**config.mk**
```make
export PLATFORM = sky130hd
export DESIGN_NAME = atc_trigger_compare
export DESIGN_NICKNAME = d
export VERILOG_FILES = /design/src/atc_pkg.sv /design/src/atc_chan.sv /design/src/atc_trigger_compare.sv
export VERILOG_INCLUDE_DIRS = /design/src
export SDC_FILE = /design/constraint.sdc
export NUM_CORES = 1
export LEC_CHECK = 0
export BUFFER_PORTS_ARGS = -buffer_cell sky130_fd_sc_hd__clkbuf_2
export CAP_MARGIN = 10
export CORE_ASPECT_RATIO = 1.5
export CORE_MARGIN = 4
export CORE_UTILIZATION = 37
export CTS_CLUSTER_DIAMETER = 60
export DETAILED_ROUTE_END_ITERATION = 10
export SLEW_MARGIN = 10
export SYNTH_ARGS = -nofsm -noshare
export SYNTH_HDL_FRONTEND = slang
export SYNTH_HIERARCHICAL = 1
export SYNTH_SLANG_ARGS = --single-unit
```
**constraint.sdc**
```tcl
create_clock -name clk -period 3.04 [get_ports clk]
set_input_delay 0.304 -clock clk [delete_from_list [all_inputs] [get_ports clk]]
set_output_delay 0.304 -clock clk [all_outputs]
set_load 0.01 [all_outputs]
```
**src/atc_consts.svh**
```systemverilog
/*
 * constants for the conversion trigger comparator: register offsets, field positions, reset values.
 * assumes inclusion by bare name from the design files.
 */
`ifndef ATC_CONSTS_SVH
`define ATC_CONSTS_SVH

`define ATC_ADDR_W        4
`define ATC_OFF_CTRL      4'h0
`define ATC_OFF_PRIM0     4'h4
`define ATC_OFF_PRIM1     4'h8
`define ATC_OFF_PRIM2     4'hC
`define ATC_OFF_DOWN_BASE 4'h0
`define ATC_CTRL_RESET    16'h0000
`define ATC_CMP_RESET     16'h0000
`define ATC_CE_LSB        0
`define ATC_SEL_LSB       8
`define ATC_CTRL_WMASK    16'h3F3F
`define ATC_SEL_ALL       2'h0
`define ATC_SEL_UP        2'h1
`define ATC_SEL_DOWN      2'h2
`define ATC_SEL_SPLIT     2'h3
`define ATC_CE_OFF        2'h0

`endif

```
**src/atc_pkg.sv**
```systemverilog
/*
 * types for the conversion trigger comparator.
 * assumes atc_consts.svh is on the include path.
 */
package atc_pkg;
    typedef enum logic [1:0] {
        ATC_ST_UP   = 2'h0,
        ATC_ST_PEAK = 2'h1,
        ATC_ST_DOWN = 2'h3,
        ATC_ST_ZERO = 2'h2
    } atc_cnt_e;

    typedef struct packed {
        logic [15:0] count;
        atc_cnt_e    state;
    } atc_timer_s;

    typedef struct packed {
        logic [1:0] enableSrc;
        logic [1:0] stateSel;
    } atc_chcfg_s;
endpackage : atc_pkg

```
**src/atc_chan.sv**
```systemverilog
/*
 * one comparator channel: picks its timer and qualifies a match by count state.
 * assumes timer inputs already synchronous to clk.
 */
`timescale 1ns/1ns
`default_nettype none
`include "atc_consts.svh"
module atc_chan
    import atc_pkg::*;
#(
    parameter int CW = 16
) (
    input  wire logic                clk,
    input  wire logic                nrst,
    input  wire atc_pkg::atc_chcfg_s cfg,
    input  wire atc_pkg::atc_timer_s tmr [3],
    input  wire logic [CW-1:0]       primCmp,
    input  wire logic [CW-1:0]       downCmp,
    output logic                     startReq
);
    atc_timer_s src;
    logic       isUp;
    logic       hit;
    logic       startD;
    logic       startQ;

    always_comb begin
        src = tmr[0];
        case (cfg.enableSrc)
            2'h2:    src = tmr[1];
            2'h3:    src = tmr[2];
            default: src = tmr[0];
        endcase
        isUp = (src.state == ATC_ST_UP);
        case (cfg.stateSel)
            `ATC_SEL_ALL:   hit = (src.count == primCmp);
            `ATC_SEL_UP:    hit = isUp && (src.count == primCmp);
            `ATC_SEL_DOWN:  hit = !isUp && (src.count == primCmp);
            `ATC_SEL_SPLIT: hit = isUp ? (src.count == primCmp) : (src.count == downCmp);
            default:        hit = 1'b0;
        endcase
        // no back-to-back pulses; a held count value pulses every other cycle
        startD = (cfg.enableSrc != `ATC_CE_OFF) && hit && !startQ;
    end

    always_ff @(posedge clk or negedge nrst) begin
        if (!nrst) begin
            startQ <= 1'b0;
        end else begin
            startQ <= startD;
        end
    end

    assign startReq = startQ;

    off_silent_a: assert property (@(posedge clk) disable iff (!nrst)
        $past(cfg.enableSrc) == `ATC_CE_OFF |-> !startQ) else $error("disabled channel pulsed");
    single_pulse_a: assert property (@(posedge clk) disable iff (!nrst)
        startQ |=> !startQ) else $error("start pulse longer than a cycle");
    up_only_a: assert property (@(posedge clk) disable iff (!nrst)
        startQ && $past(cfg.stateSel) == `ATC_SEL_UP |-> $past(isUp)) else $error("up-only fired off up");
    down_only_a: assert property (@(posedge clk) disable iff (!nrst)
        startQ && $past(cfg.stateSel) == `ATC_SEL_DOWN |-> !$past(isUp)) else $error("down-only fired on up");
    all_states_a: assert property (@(posedge clk) disable iff (!nrst)
        startQ && $past(cfg.stateSel) == `ATC_SEL_ALL |-> $past(src.count) == $past(primCmp))
        else $error("all-state fire without primary match");
    split_down_a: assert property (@(posedge clk) disable iff (!nrst)
        startQ && $past(cfg.stateSel) == `ATC_SEL_SPLIT && !$past(isUp) |-> $past(src.count) == $past(downCmp))
        else $error("split fire without down match");
endmodule : atc_chan
`default_nettype wire

```
**src/atc_trigger_compare.sv**
```systemverilog
/*
 * conversion trigger comparator: three channels, control and compare registers on wishbone.
 * assumes timer counts/states and bus on clk; master follows classic single cycles.
 */
// Added by the designer: register access over Wishbone and the placing of the registers.
`timescale 1ns/1ns
`default_nettype none
`include "atc_consts.svh"
module atc_trigger_compare
    import atc_pkg::*;
#(
    parameter int CW = 16
) (
    input  wire logic                clk,
    input  wire logic                nrst,
    input  wire logic                wb_cyc_i,
    input  wire logic                wb_stb_i,
    input  wire logic                wb_we_i,
    input  wire logic [7:0]          wb_adr_i,
    input  wire logic [3:0]          wb_sel_i,
    input  wire logic [31:0]         wb_dat_i,
    output logic [31:0]              wb_dat_o,
    output logic                     wb_ack_o,
    input  wire atc_pkg::atc_timer_s tmr [3],
    output logic [2:0]               convStart
);
    logic [15:0]   ctrl_q,   ctrl_d;
    logic [CW-1:0] prim_q [3];
    logic [CW-1:0] prim_d [3];
    logic [CW-1:0] down_q [3];
    logic [CW-1:0] down_d [3];
    logic [31:0]   rdat_q,   rdat_d;
    logic          ack_q,    ack_d;
    logic          req;
    logic [1:0]    chIdx;
    logic          isDown;
    logic          isCtrl;

    // bit 4 picks the down-compare bank; word offsets within bank
    function automatic logic [1:0] word_of(input logic [7:0] a);
        return a[3:2];
    endfunction : word_of

    always_comb begin
        req    = wb_cyc_i && wb_stb_i && !ack_q;
        isDown = wb_adr_i[4];
        chIdx  = word_of(wb_adr_i) - 2'h1;
        isCtrl = !wb_adr_i[4] && (wb_adr_i[3:0] == `ATC_OFF_CTRL) && (wb_adr_i[7:5] == 3'h0);
        ctrl_d = ctrl_q;
        prim_d = prim_q;
        down_d = down_q;
        rdat_d = 32'h0000_0000;
        ack_d  = req;
        if (req && wb_adr_i[7:5] == 3'h0) begin
            if (isCtrl) begin
                if (wb_we_i) begin
                    if (wb_sel_i[0]) ctrl_d[7:0]  = wb_dat_i[7:0]   & 8'(`ATC_CTRL_WMASK);
                    if (wb_sel_i[1]) ctrl_d[15:8] = wb_dat_i[15:8]  & 8'(`ATC_CTRL_WMASK >> 8);
                end
                rdat_d = {16'h0000, ctrl_q & `ATC_CTRL_WMASK};
            end else if (word_of(wb_adr_i) != 2'h0) begin
                if (wb_we_i && wb_sel_i[1:0] == 2'h3) begin
                    if (isDown) down_d[chIdx] = wb_dat_i[CW-1:0];
                    else        prim_d[chIdx] = wb_dat_i[CW-1:0];
                end
                rdat_d = {16'h0000, isDown ? down_q[chIdx] : prim_q[chIdx]};
            end
        end
    end

    always_ff @(posedge clk or negedge nrst) begin
        if (!nrst) begin
            ctrl_q <= `ATC_CTRL_RESET;
            prim_q <= '{default: `ATC_CMP_RESET};
            down_q <= '{default: `ATC_CMP_RESET};
            rdat_q <= 32'h0000_0000;
            ack_q  <= 1'b0;
        end else begin
            ctrl_q <= ctrl_d;
            prim_q <= prim_d;
            down_q <= down_d;
            rdat_q <= rdat_d;
            ack_q  <= ack_d;
        end
    end

    assign wb_dat_o = rdat_q;
    assign wb_ack_o = ack_q;

    // selectors are used live; software keeps them stable while enabled
    for (genvar i = 0; i < 3; i++) begin : g_ch
        atc_chcfg_s cfg;
        assign cfg.enableSrc = ctrl_q[`ATC_CE_LSB + 2*i +: 2];
        assign cfg.stateSel  = ctrl_q[`ATC_SEL_LSB + 2*i +: 2];
        atc_chan #(.CW(CW)) u_chan (
            .clk      (clk),
            .nrst     (nrst),
            .cfg      (cfg),
            .tmr      (tmr),
            .primCmp  (prim_q[i]),
            .downCmp  (down_q[i]),
            .startReq (convStart[i])
        );
    end

    reserved_zero_a: assert property (@(posedge clk) disable iff (!nrst)
        ctrl_q[15:14] == 2'h0 && ctrl_q[7:6] == 2'h0) else $error("reserved control bits set");
    ack_once_a: assert property (@(posedge clk) disable iff (!nrst)
        wb_ack_o |=> !wb_ack_o) else $error("ack held two cycles");
    sel_write_a: assert property (@(posedge clk) disable iff (!nrst)
        req && isCtrl && wb_we_i && wb_sel_i[1] |=> ctrl_q[13:8] == $past(wb_dat_i[13:8]))
        else $error("selector write lost");
endmodule : atc_trigger_compare
`default_nettype wire

```
==> results.rst, run 1 <==
.. list-table::
   :header-rows: 1

   * - Metric
     - Value
   * - Result of the run
     - finished, final reports clean
   * - Number of sinks on the clock net
     - 128
   * - Total Die Area
     - 27,600 µm²
   * - Net count, final
     - 1,029
   * - Source of the critical timing path
     - ctrl_q[4]
   * - Most common cell in the netlist
     - sky130_fd_sc_hd__xor2_1
   * - Number of library cell types mapped by synthesis
     - 49
   * - Post-route fraction of the period consumed by the critical path
     - 84.2%
   * - Vias per cell
     - 5.46
   * - Xor and xnor fraction of the mapped netlist area
     - 17.1%
   * - Number of nets with antenna violations after routing
     - 0
   * - FFs w/ async S/R, synth
     - 100%
   * - Switching share of power
     - 25.1%
   * - Sum of negative setup slack
     - 0 ns
   * - Crit path max-delay cell type
     - sky130_fd_sc_hd__dfrtp_1
   * - Mean instance size in the synthesized netlist
     - 11.6 µm²
   * - Part of the power in the clock network
     - 49.8%
   * - Post-synth top area share
     - around a third
   * - Area growth syn-to-layout
     - 15.8%
   * - Leakage power of the design
     - slightly above 5 nW
   * - Number of flops mapped to enable cells by yosys
     - 0
   * - Worst hold margin
     - around 0.20 ns
   * - Classification of the worst-slack hold path
     - primary input to register
   * - Vias in the first global route
     - 7,151
   * - FP Rows
     - 70
   * - Reg-to-reg critical path startpoint
     - ctrl_q[4]
   * - Main combinational cell family by area after synthesis
     - multiplexers
   * - Delay-heaviest family, CP
     - flip-flops
   * - Fraction of final layout cells with drive strength greater than 1
     - 34.7%
   * - Max-slew violation total from the final report
     - 0
   * - Via count of the routed design
     - just under 7,000
   * - Post-DP HPWL
     - around 24,000 µm
   * - Crit path launch type
     - register
   * - Maximum vdd drop
     - 395 µV
   * - Synth top cells by count
     - 129 x sky130_fd_sc_hd__xor2_1, 128 x sky130_fd_sc_hd__dfrtp_1, 96 x sky130_fd_sc_hd__mux2_2
   * - Synth Register Bits
     - between 100 and 150
   * - DIE HEIGHT
     - 202 µm
   * - TritonCTS clock tree
     - yes
   * - Portion of netlist area occupied by mux cells
     - 26.7%
   * - Clock tree root buffer cell
     - sky130_fd_sc_hd__clkbuf_16
   * - Power density normalized to cell area
     - 426 nW/µm²
   * - Largest net degree at the start of global routing
     - 80
   * - Maximum cell stage delay along the critical path
     - 0.73 ns
   * - Clock buffers created by TritonCTS
     - 17
   * - Area fraction in compound gates after synthesis
     - 6.25%
   * - Worst Clk Skew
     - 0.0110 ns
   * - Number of antenna cells inserted
     - 0
   * - Worst Setup Path Type
     - register to register
   * - Ports
     - 139
   * - Endpoint required time on the critical path
     - 3.37 ns
   * - Cell count after synthesis
     - 800
   * - Max-cap violations
     - 0
   * - Sequential share of the synthesized area
     - 34.6%
   * - First-pass detailed-route iteration total
     - 5
   * - Die W
     - 137 µm
   * - Yosys synthesis warning count
     - 6
   * - Clock insertion delay at the later pin of the skew report
     - between 0.4 and 0.5 ns
   * - Cell-by-cell trace of the critical path
     - buf_12, mux2i_1, xor2_1, nand4_1, nor3_1, a31oi_1, o32ai_1
   * - Slew @ Worst Pin
     - 0.915 ns
   * - Initial core utilization
     - 37.7%
   * - Fmax
     - 391 MHz
   * - Depth of the most critical reg-to-reg path
     - 7
   * - Total wire length after detailed routing
     - 31,500 µm
   * - Relative slew margins
     - 38.5%
   * - Total chip power
     - between 4 and 5 mW
   * - Unrepaired setup endpoints after global routing
     - no
   * - Fraction of power consumed by sequential logic
     - 38.3%
   * - Switching Power
     - 1.15 mW
   * - Predominant post-synthesis flop cell
     - sky130_fd_sc_hd__dfrtp_1
   * - Final min period
     - 2.56 ns
   * - Hold violation count in the final report
     - 0
   * - Endpoint of the worst register-to-register path
     - g_ch[2].u_chan/startReq
   * - IO Port Bufs
     - 104
   * - Buffer depth of the longest clock path
     - 2
   * - Number of antenna violations at the first check in global routing
     - 1
   * - Worst setup slack for register-to-register paths
     - 0.48 ns
   * - Placeable core region
     - 24,500 µm²
   * - Number of H-tree branching levels
     - 4
   * - Wire length per cell
     - 25.2 µm
   * - Global-route wire length before repair
     - 45,900 µm
   * - CTS clk-pin slew, worst paths
     - 0.06 ns
   * - Gr ovfl total
     - 0
   * - Final setup violation count
     - 0
   * - Setup crit end kind
     - register
   * - Combinational share of power
     - 12.0%
   * - Routability congestion estimate
     - 1.06
   * - Critical path buffers and inverters
     - 1
   * - Largest area contributor in the netlist
     - sky130_fd_sc_hd__dfrtp_1
   * - Share of synthesized cell area in and, or, nand and nor gates
     - slightly above 8%
   * - Post-route DRC
     - 0
   * - Synthesized cell area
     - 9250 µm²
   * - Post-synthesis share of cell area spent on full adders, half adders and majority gates
     - ~1.8%
   * - Overall global routing resource usage
     - 23.1%
   * - Area contributors post-synth
     - sky130_fd_sc_hd__dfrtp_1 35%, sky130_fd_sc_hd__xor2_1 12%, sky130_fd_sc_hd__mux2_2 12%
   * - Critical path endpoint
     - g_ch[2].u_chan/startReq
   * - Cell depth of the worst setup path
     - 7
   * - Arrival time of the worst setup path
     - around 2.9 ns
   * - First-iteration detailed-routing DRC count
     - 415
   * - Internal Pwr Total
     - about 3.4 mW
   * - Highest net fanout along the worst path
     - 12
-- power by group through the flow --
stage | registers, mW | logic, mW | clock network [mW]
after global routing | 1.75 | 0.584 | 2.38
after detailed placement | 1.77 | 0.540 | 0
final | 1.74 | 0.547 | 2.27
after global placement | 1.77 | 0.537 | 0
after floorplan | 1.77 | 0.293 | 0
after CTS | 1.74 | 0.544 | 2.31
-- layout make-up --
type	instances	area [µm²]
Clock buffer	21	460
Clock inverter	10	184
Fill cell	2387	13800
Inverter	21	78.8
Multi-Input combinational cell	615	5610
Sequential cell	128	3200
Tap cell	324	405
Timing Repair Buffer	130	762
-- timing repair --
item	CTS	global route
gates resized for setup	0	0
setup buffers	0	0
hold buffers	1	0
endpoints found under the hold margin	77	0
-- per-stage QoR --
step | instance area (µm²) | instances | setup WS (ns) | util (%)
3_5_place_dp | 10000 | 1217 | 0.398 | 41.0
6_report | 10700 | 1249 | 0.481 | 43.6
5_1_grt | 10700 | 1249 | 0.359 | 43.6
2_1_floorplan | 9300 | 815 | 0.648 | -
4_1_cts | 10700 | 1249 | 0.509 | 43.6
3_3_place_gp | 10000 | 1217 | 0.450 | 41.0
-- registers in the layout, indices dropped and copies added, names as in the netlist --
signal                count
g_ch.u_chan/startReq      3
ctrl_q                   12
wb_ack_o                  1
wb_dat_o                 16
down_q                   48
prim_q                   48
-- cells by family after synthesis --
logic type,Yosys count
AOI/OAI and AO/OA,83
and+or+nand+nor,116
xor gates and xnor gates,180
DFF,128
buffers and inverters,72
muxes,207
adders and majority gates,13
other,1
-- routing by layer --
| layer | part of all wire, % | wire [µm] | up-vias | global-route usage, % |
|---|---|---|---|---|
| li1 | - | - | 3093 | - |
| met1 | 39 | 12100 | 3394 | 27.0 |
| met2 | 50 | 15600 | 243 | 37.9 |
| met3 | 4.3 | 1340 | 90 | 3.85 |
| met4 | 7.4 | 2330 | 2 | 15.9 |
| met5 | 0.041 | 13 | - | 0 |
-- how the worst min path moves through the flow --
stage	from	to	slack (ns)	cells after the start
6_report	wb_dat_i[15]	prim_q[31]	0.20	2
5_1_grt	wb_dat_i[7]	prim_q[39]	0.20	2
4_1_cts	wb_dat_i[14]	prim_q[46]	0.19	2
3_5_place_dp	nrst	wb_dat_o[14]	0.41	1
3_3_place_gp	nrst	wb_dat_o[14]	0.41	1
2_1_floorplan	nrst	ctrl_q[0]	0.008	0
-- placed cells by master, fill, tap and decap left out, types with 4 or more instances in the layout --
cell type,count
sky130_fd_sc_hd__a211oi_1,4
sky130_fd_sc_hd__a21oi_1,24
sky130_fd_sc_hd__a22oi_1,16
sky130_fd_sc_hd__a31oi_1,6
sky130_fd_sc_hd__buf_4,22
sky130_fd_sc_hd__bufinv_16,5
sky130_fd_sc_hd__clkbuf_16,17
sky130_fd_sc_hd__clkbuf_2,103
sky130_fd_sc_hd__conb_1,16
sky130_fd_sc_hd__dfrtp_1,128
sky130_fd_sc_hd__ha_1,12
sky130_fd_sc_hd__inv_1,21
sky130_fd_sc_hd__mux2_2,96
sky130_fd_sc_hd__mux2_4,36
sky130_fd_sc_hd__mux2i_1,57
sky130_fd_sc_hd__mux2i_2,15
sky130_fd_sc_hd__nand3_1,7
sky130_fd_sc_hd__nand4_1,30
sky130_fd_sc_hd__nand4b_1,6
sky130_fd_sc_hd__nor2_1,18
sky130_fd_sc_hd__nor3_1,15
sky130_fd_sc_hd__nor4_1,12
sky130_fd_sc_hd__nor4_4,4
sky130_fd_sc_hd__o22a_1,12
sky130_fd_sc_hd__o32ai_1,6
sky130_fd_sc_hd__or4_1,4
sky130_fd_sc_hd__xnor2_1,51
sky130_fd_sc_hd__xor2_1,129
Note: power is estimated with default switching activity, not from simulation.
==> run 2: changes to the inputs <==
==> constraint.sdc (replaced) <==
create_clock -name clk -period 2.4 [get_ports clk]
set_input_delay 0.24 -clock clk [delete_from_list [all_inputs] [get_ports clk]]
set_output_delay 0.24 -clock clk [all_outputs]
set_load 0.01 [all_outputs]
==> run 2 against run 1 <==
Against the previous run:
- largest cell class unchanged
- non-clock buffer count rose by 11
- combinational power rose by 29%
- register-to-register slack lost 0.30 ns
- sequential power rose by 27%
- global-route usage rose by 0.20 points
==> results.rst, run 2 (same netlist as run 1, synthesis figures left out) <==
.. list-table::
   :header-rows: 1

   * - Metric
     - Value
   * - Worst Setup Path Type
     - register to register
   * - Global-route wire length before repair
     - 46,500 µm
   * - Slew @ Worst Pin
     - 0.621 ns
   * - First-iteration detailed-routing DRC count
     - 440
   * - CTS clk-pin slew, worst paths
     - 0.06 ns
   * - GR Layer Usage met2
     - 38.1%
   * - Final setup violation count
     - 0
   * - Max-cap violations
     - 0
   * - Routing usage on met3
     - 2.93%
   * - Result of the run
     - finished, final reports clean
   * - Hold worst-path end
     - prim_q[46]
   * - Sum of negative setup slack
     - 0 ns
   * - Net count, final
     - 1,040
   * - FP Rows
     - 70
   * - Most crowded layer after global routing
     - met2
   * - Total Die Area
     - 27,600 µm²
   * - Fmax
     - approximately 450 MHz
   * - Number of antenna violations at the first check in global routing
     - 0
   * - CTS hold repair buffers
     - 1
   * - Buffer depth of the longest clock path
     - 2
   * - Global-route met1 utilization
     - 27.3%
   * - Post-DP HPWL
     - 24,200 µm
   * - Max-slew violation total from the final report
     - 0
   * - Commonest cells after routing, fill and taps aside
     - 129 x sky130_fd_sc_hd__xor2_1, 128 x sky130_fd_sc_hd__dfrtp_1, 103 x sky130_fd_sc_hd__clkbuf_2, 96 x sky130_fd_sc_hd__mux2_2, 57 x sky130_fd_sc_hd__mux2i_1
   * - Wire length per cell
     - 25.1 µm
   * - Final min period
     - 2.22 ns
   * - Placeable core region
     - 24,500 µm²
   * - Routability congestion estimate
     - 1.07
   * - Worst setup slack for register-to-register paths
     - 0.18 ns
   * - Most frequent standard cell in the layout excluding fill and tap cells
     - sky130_fd_sc_hd__xor2_1
   * - Reg-to-reg critical path startpoint
     - ctrl_q[4]
   * - Number of buffers inserted to repair setup after CTS
     - 0
   * - Post-route fraction of the period consumed by the critical path
     - 92.4%
   * - Highest net fanout along the worst path
     - 13
   * - Switching share of power
     - 25.6%
   * - Source of the critical timing path
     - ctrl_q[4]
   * - Switching Power
     - between 1 and 1.5 mW
   * - Largest net degree at the start of global routing
     - 56
   * - Die W
     - 137 µm
   * - Maximum vdd drop
     - just under 500 µV
   * - Ports
     - 139
   * - Crit path launch type
     - register
   * - Leakage power of the design
     - 5.15 nW
   * - Post-route DRC
     - 0
   * - Initial core utilization
     - a little under two fifths
   * - Gr ovfl total
     - 0
   * - Arrival time of the worst setup path
     - 2.54 ns
   * - Total wire length after detailed routing
     - 31,700 µm
   * - Depth of the most critical reg-to-reg path
     - 7
   * - Vias in the first global route
     - 7,423
   * - DIE HEIGHT
     - 202 µm
   * - Number of antenna cells inserted
     - 0
   * - Relative slew margins
     - 58.2%
   * - Endpoint of the worst register-to-register path
     - g_ch[2].u_chan/startReq
   * - Endpoint required time on the critical path
     - 2.73 ns
   * - Clock tree root buffer cell
     - sky130_fd_sc_hd__clkbuf_16
   * - Internal Pwr Total
     - 4.23 mW
   * - Power density normalized to cell area
     - 526 nW/µm²
   * - Hold violation count in the final report
     - 0
   * - Total chip power
     - 5.68 mW
   * - Setup crit end kind
     - register
   * - Startpoint of the lowest-slack hold path
     - wb_dat_i[14]
   * - Fraction of final layout cells with drive strength greater than 1
     - 35.4%
   * - Clock insertion delay at the later pin of the skew report
     - roughly 0.43 ns
   * - Worst Clk Skew
     - 0.00739 ns
   * - Classification of the worst-slack hold path
     - primary input to register
   * - Clock buffers created by TritonCTS
     - 17
   * - Number of sinks on the clock net
     - 128
   * - Number of H-tree branching levels
     - 4
   * - Fraction of power consumed by sequential logic
     - 38.8%
   * - Overall global routing resource usage
     - 23.3%
   * - Area growth syn-to-layout
     - 17.0%
   * - Part of the power in the clock network
     - ~50%
   * - Cell depth of the worst min-delay path
     - 2
   * - First-pass detailed-route iteration total
     - 8
   * - Via count of the routed design
     - 6,938
   * - Number of nets with antenna violations after routing
     - 0
   * - Combinational share of power
     - between 10% and 20%
   * - Vias per cell
     - approximately 5.5
   * - Unrepaired setup endpoints after global routing
     - no
   * - Post-CTS Resized
     - 0
   * - IO Port Bufs
     - approximately 100
   * - TritonCTS clock tree
     - yes
-- run 2: power groups by stage --
stage / clock, mW / combinational, mW / sequential, mW
final: 2.77 / 0.706 / 2.21
after floorplan: 0 / 0.371 / 2.24
after global placement: 0 / 0.691 / 2.24
after detailed placement: 0 / 0.696 / 2.25
after CTS: 2.82 / 0.701 / 2.21
after global routing: 2.90 / 0.752 / 2.21
-- run 2: worst max-delay path: stages (launching register included) --
cell and delay (ns):
sky130_fd_sc_hd__dfrtp_1 0.39, sky130_fd_sc_hd__buf_12 0.19, sky130_fd_sc_hd__mux2i_1 0.35, sky130_fd_sc_hd__xor2_1 0.22, sky130_fd_sc_hd__nand4_1 0.27, sky130_fd_sc_hd__nor3_1 0.25, sky130_fd_sc_hd__a31oi_1 0.09, sky130_fd_sc_hd__o32ai_1 0.33
-- run 2: routing by layer --
| metal | wire length (µm) | share of wire, % | vias up |
|---|---|---|---|
| met4 | 2550 | 8.1 | 0 |
| met1 | 12300 | 39 | 3458 |
| li1 | - | - | 3126 |
| met2 | 15500 | 49 | 255 |
| met5 | 0 | 0 | - |
| met3 | 1310 | 4.1 | 99 |
-- run 2: stage by stage --
step           setup WS [ns]  area (µm²)  std cells  utilization [%]  hold slack, ns
2_1_floorplan         0.0718        9300        815                -         -0.0556
3_3_place_gp           0.208       10200       1228             41.5           0.235
3_5_place_dp           0.159       10200       1228             41.5           0.242
4_1_cts                0.204       10800       1261             44.1           0.123
5_1_grt               0.0429       10800       1261             44.1           0.139
6_report               0.182       10800       1261             44.1           0.127
-- run 2: worst max path at each step --
stage	depth (start not counted)	slack, ns	endpoint
floorplan	8	0.07	down_q[10]
global placement	8	0.21	prim_q[29]
detailed placement	8	0.16	prim_q[29]
CTS	7	0.20	g_ch[0].u_chan/startReq
global route	7	0.04	g_ch[0].u_chan/startReq
finish	7	0.18	g_ch[2].u_chan/startReq
-- run 2: area by class of cell --
type	instances	area, µm²
Inverter	21	78.8
Tap cell	324	405
Sequential cell	128	3200
Multi-Input combinational cell	615	5610
Clock buffer	22	464
Fill cell	2436	13700
Timing Repair Buffer	141	895
Clock inverter	10	159
==> run 3: changes to the inputs <==
--- a/config.mk
+++ b/config.mk
@@ -6,6 +6,7 @@
 export SDC_FILE = /design/constraint.sdc
 export NUM_CORES = 1
 export LEC_CHECK = 0
+export ABC_AREA = 1
 export BUFFER_PORTS_ARGS = -buffer_cell sky130_fd_sc_hd__clkbuf_2
 export CAP_MARGIN = 10
 export CORE_ASPECT_RATIO = 1.5
==> run 3 against run 2 <==
Against the previous run:
- wire length up 36%
- core utilization decreased by 1.0 points
- via count increased by 69%
- fmax increased by 0.17%
- highest routed layer unchanged
- combinational power up 30%
- sequential power barely moved
- power up 3.0%
- clock power is essentially flat
- sequential cell count stayed put
- final cell count grew 71%
- largest cell class unchanged
==> results.rst, run 3 <==
.. list-table::
   :header-rows: 1

   * - Metric
     - Value
   * - Result of the run
     - finished, final reports clean
   * - FFs w/ async S/R, synth
     - 100%
   * - Most frequent standard cell in the layout excluding fill and tap cells
     - sky130_fd_sc_hd__nand2_1
   * - FP Rows
     - 75
   * - Relative slew margins
     - 51.0%
   * - Total Die Area
     - 31,200 µm²
   * - Leakage power of the design
     - between 6 and 7 nW
   * - Fraction of power consumed by sequential logic
     - 37.6%
   * - Final setup violation count
     - 0
   * - Crit path max-delay cell type
     - sky130_fd_sc_hd__dfrtp_1
   * - Depth of the most critical reg-to-reg path
     - 14
   * - Hold worst-path end
     - wb_ack_o
   * - Most frequent cell on the critical path
     - sky130_fd_sc_hd__nand2_1
   * - Number of nets with antenna violations after routing
     - 0
   * - Switching Power
     - 1.73 mW
   * - Endpoint of the worst register-to-register path
     - g_ch[2].u_chan/startReq
   * - Cell count after synthesis
     - about 1,700
   * - Cell depth of the worst min-delay path
     - 3
   * - Worst Setup Path Type
     - register to register
   * - Sum of negative setup slack
     - 0 ns
   * - Number of H-tree branching levels
     - 4
   * - Final min period
     - 2.21 ns
   * - Part of the power in the clock network
     - between 40% and 50%
   * - Synthesized cell area
     - 10,500 µm²
   * - Vias in the first global route
     - around 11,000
   * - Filler cell count in the final layout
     - a little over 3,000
   * - Max-cap violations
     - 0
   * - Worst Clk Skew
     - approximately 0.012 ns
   * - Synth Register Bits
     - approximately 130
   * - Most common cell in the netlist
     - sky130_fd_sc_hd__nand2_1
   * - Gr ovfl total
     - 0
   * - Max-slew violation total from the final report
     - 0
   * - Vias per cell
     - between 5 and 6
   * - Switching share of power
     - 29.6%
   * - CTS hold repair buffers
     - 1
   * - Reg-to-reg critical path startpoint
     - ctrl_q[4]
   * - Post-route DRC
     - 0
   * - Ports
     - 139
   * - Endpoint required time on the critical path
     - about 2.8 ns
   * - Overall global routing resource usage
     - 26.9%
   * - CTS clk-pin slew, worst paths
     - around 0.070 ns
   * - First-iteration detailed-routing DRC count
     - 1,087
   * - Placeable core region
     - 28,000 µm²
   * - Combinational share of power
     - between 10% and 20%
   * - Synth top cells by count
     - 628 x sky130_fd_sc_hd__nand2_1, 277 x sky130_fd_sc_hd__inv_1, 192 x sky130_fd_sc_hd__nand4_1
   * - Routability congestion estimate
     - 0.974
   * - Net count, final
     - about 1,900
   * - Arrival time of the worst setup path
     - 2.59 ns
   * - Post-layout util
     - 43.1%
   * - Slew @ Worst Pin
     - around 0.73 ns
   * - Startpoint of the lowest-slack hold path
     - wb_cyc_i
   * - TritonCTS clock tree
     - yes
   * - Source of the critical timing path
     - ctrl_q[4]
   * - Worst setup slack for register-to-register paths
     - 0.19 ns
   * - Number of sinks on the clock net
     - 128
   * - Via count of the routed design
     - 11,710
   * - Commonest cells after routing, fill and taps aside
     - 628 x sky130_fd_sc_hd__nand2_1, 277 x sky130_fd_sc_hd__inv_1, 192 x sky130_fd_sc_hd__nand4_1, 131 x sky130_fd_sc_hd__nand3_1, 128 x sky130_fd_sc_hd__dfrtp_1
   * - Post-synth top area share
     - 30.5%
   * - First-pass detailed-route iteration total
     - 5
   * - Fraction of final layout cells with drive strength greater than 1
     - 14.4%
   * - Sequential share of the synthesized area
     - 30.5%
   * - Number of buffers inserted to repair setup after CTS
     - 0
   * - Highest net fanout along the worst path
     - 9
   * - Post-CTS Resized
     - 0
   * - Classification of the worst-slack hold path
     - primary input to register
   * - Crit path launch type
     - register
   * - Clock tree root buffer cell
     - sky130_fd_sc_hd__clkbuf_16
   * - Register area
     - 3200 µm²
   * - Area growth syn-to-layout
     - 14.6%
   * - IO Port Bufs
     - approximately 100
   * - Buffer depth of the longest clock path
     - 2
   * - Setup crit end kind
     - register
   * - Global-route wire length before repair
     - 64,100 µm
   * - Internal Pwr Total
     - 4.12 mW
   * - Total wire length after detailed routing
     - 42,900 µm
   * - Number of flops mapped to enable cells by yosys
     - 0
   * - DIE HEIGHT
     - roughly 210 µm
   * - Predominant post-synthesis flop cell
     - sky130_fd_sc_hd__dfrtp_1
   * - Largest area contributor in the netlist
     - sky130_fd_sc_hd__dfrtp_1
   * - Hold violation count in the final report
     - 0
   * - Post-DP HPWL
     - between 30,000 and 40,000 µm
   * - Number of antenna violations at the first check in global routing
     - 0
   * - Clock buffers created by TritonCTS
     - 17
   * - Mean instance size in the synthesized netlist
     - between 6 and 7 µm²
   * - Largest net degree at the start of global routing
     - 55
   * - Maximum vdd drop
     - 541 µV
   * - Yosys synthesis warning count
     - 6
   * - Wire length per cell
     - 19.9 µm
   * - Post-route fraction of the period consumed by the critical path
     - 92.2%
   * - Cell-by-cell trace of the critical path
     - buf_4, nor2_2, buf_4, nand2_1, nand3_1, nand2_1, nand2_1, nor2_1, nand2_1, nor2_2, nand2_1, nand2_1, nand3_1, a21oi_1
   * - Number of library cell types mapped by synthesis
     - 30
   * - Die W
     - approximately 150 µm
   * - Clock insertion delay at the later pin of the skew report
     - 0.45 ns
   * - Maximum cell stage delay along the critical path
     - 0.41 ns
   * - Power density normalized to cell area
     - 486 nW/µm²
   * - Unrepaired setup endpoints after global routing
     - no
   * - Fmax
     - between 400 and 500 MHz
   * - Area contributors post-synth
     - sky130_fd_sc_hd__dfrtp_1 30%, sky130_fd_sc_hd__nand2_1 22%, sky130_fd_sc_hd__nand4_1 11%
   * - Number of antenna cells inserted
     - 0
   * - Area of combinational cells with multiple inputs
     - 5710 µm²
   * - Initial core utilization
     - 37.6%
[run 3: cell types whose count changed after synthesis, sizes merged, moves of 69 or more]
cell	previous run	this run
inv	21	283
mux2	132	0
mux2i	75	0
nand2	3	630
nand3	7	137
nand4	30	193
nor2	18	87
xor2	129	0
[run 3: worst max-delay path by stage]
| stage | to | slack (ns) | depth (start not counted) |
|---|---|---|---|
| floorplan | wb_dat_o[14] | 0.45 | 12 |
| global placement | wb_dat_o[14] | 0.32 | 8 |
| detailed placement | g_ch[2].u_chan/startReq | 0.28 | 14 |
| CTS | g_ch[2].u_chan/startReq | 0.27 | 14 |
| global route | g_ch[2].u_chan/startReq | 0.08 | 14 |
| finish | g_ch[2].u_chan/startReq | 0.19 | 14 |
[run 3: cell type report]
| class | count | share of cell area [%] |
|---|---|---|
| multi-input cells | 1206 | 47.4 |
| flip-flops and latches | 128 | 26.6 |
| inverters | 283 | 8.82 |
| repair buffers | 165 | 8.51 |
| well taps | 346 | 3.60 |
| clock buffers | 18 | 3.56 |
| clock inverters | 14 | 1.49 |
[run 3: cell families after synthesis]
kind of cell	synth area share, %
and+or+nand+nor	49.1
AOI/OAI and AO/OA	3.10
DFF	30.5
adders and majority gates	1.55
other	0.0357
buffers and inverters	15.7
[run 3: layer usage]
layer	vias up	part of all wire (%)	routed length, µm	GRT usage, %
li1	5579	-	-	-
met1	5436	38	16400	31.3
met2	533	48	20700	45.6
met3	162	6.7	2860	4.99
met4	0	6.9	2950	17.1
met5	-	0	0	0
[run 3: through the flow]
step / power [mW] / cell area, µm² / setup slack, ns / instances / hold slack, ns
after floorplan: 2.76 / 10600 / 0.447 / 1711 / -0.0556
after global placement: 3.13 / 11400 / 0.325 / 2127 / 0.207
after detailed placement: 3.14 / 11400 / 0.276 / 2127 / 0.217
after CTS: 5.88 / 12000 / 0.265 / 2160 / 0.0727
after global routing: 6.07 / 12000 / 0.0797 / 2160 / 0.0933
final: 5.85 / 12000 / 0.186 / 2160 / 0.0853
[run 3: power groups by stage]
stage | combinational [mW] | clock [mW] | sequential (mW)
6_report | 0.917 | 2.74 | 2.20
3_3_place_gp | 0.889 | 0 | 2.24
5_1_grt | 1.01 | 2.86 | 2.20
2_1_floorplan | 0.531 | 0 | 2.23
3_5_place_dp | 0.898 | 0 | 2.24
4_1_cts | 0.905 | 2.77 | 2.20
[run 3: critical path, delay by kind of cell, from the launching register on]
family | cells | cell delay, ns
and+or+nand+nor | 11 | 1.19
buffers and inverters | 2 | 0.41
DFF | 1 | 0.41
AOI/OAI and AO/OA | 1 | 0.12
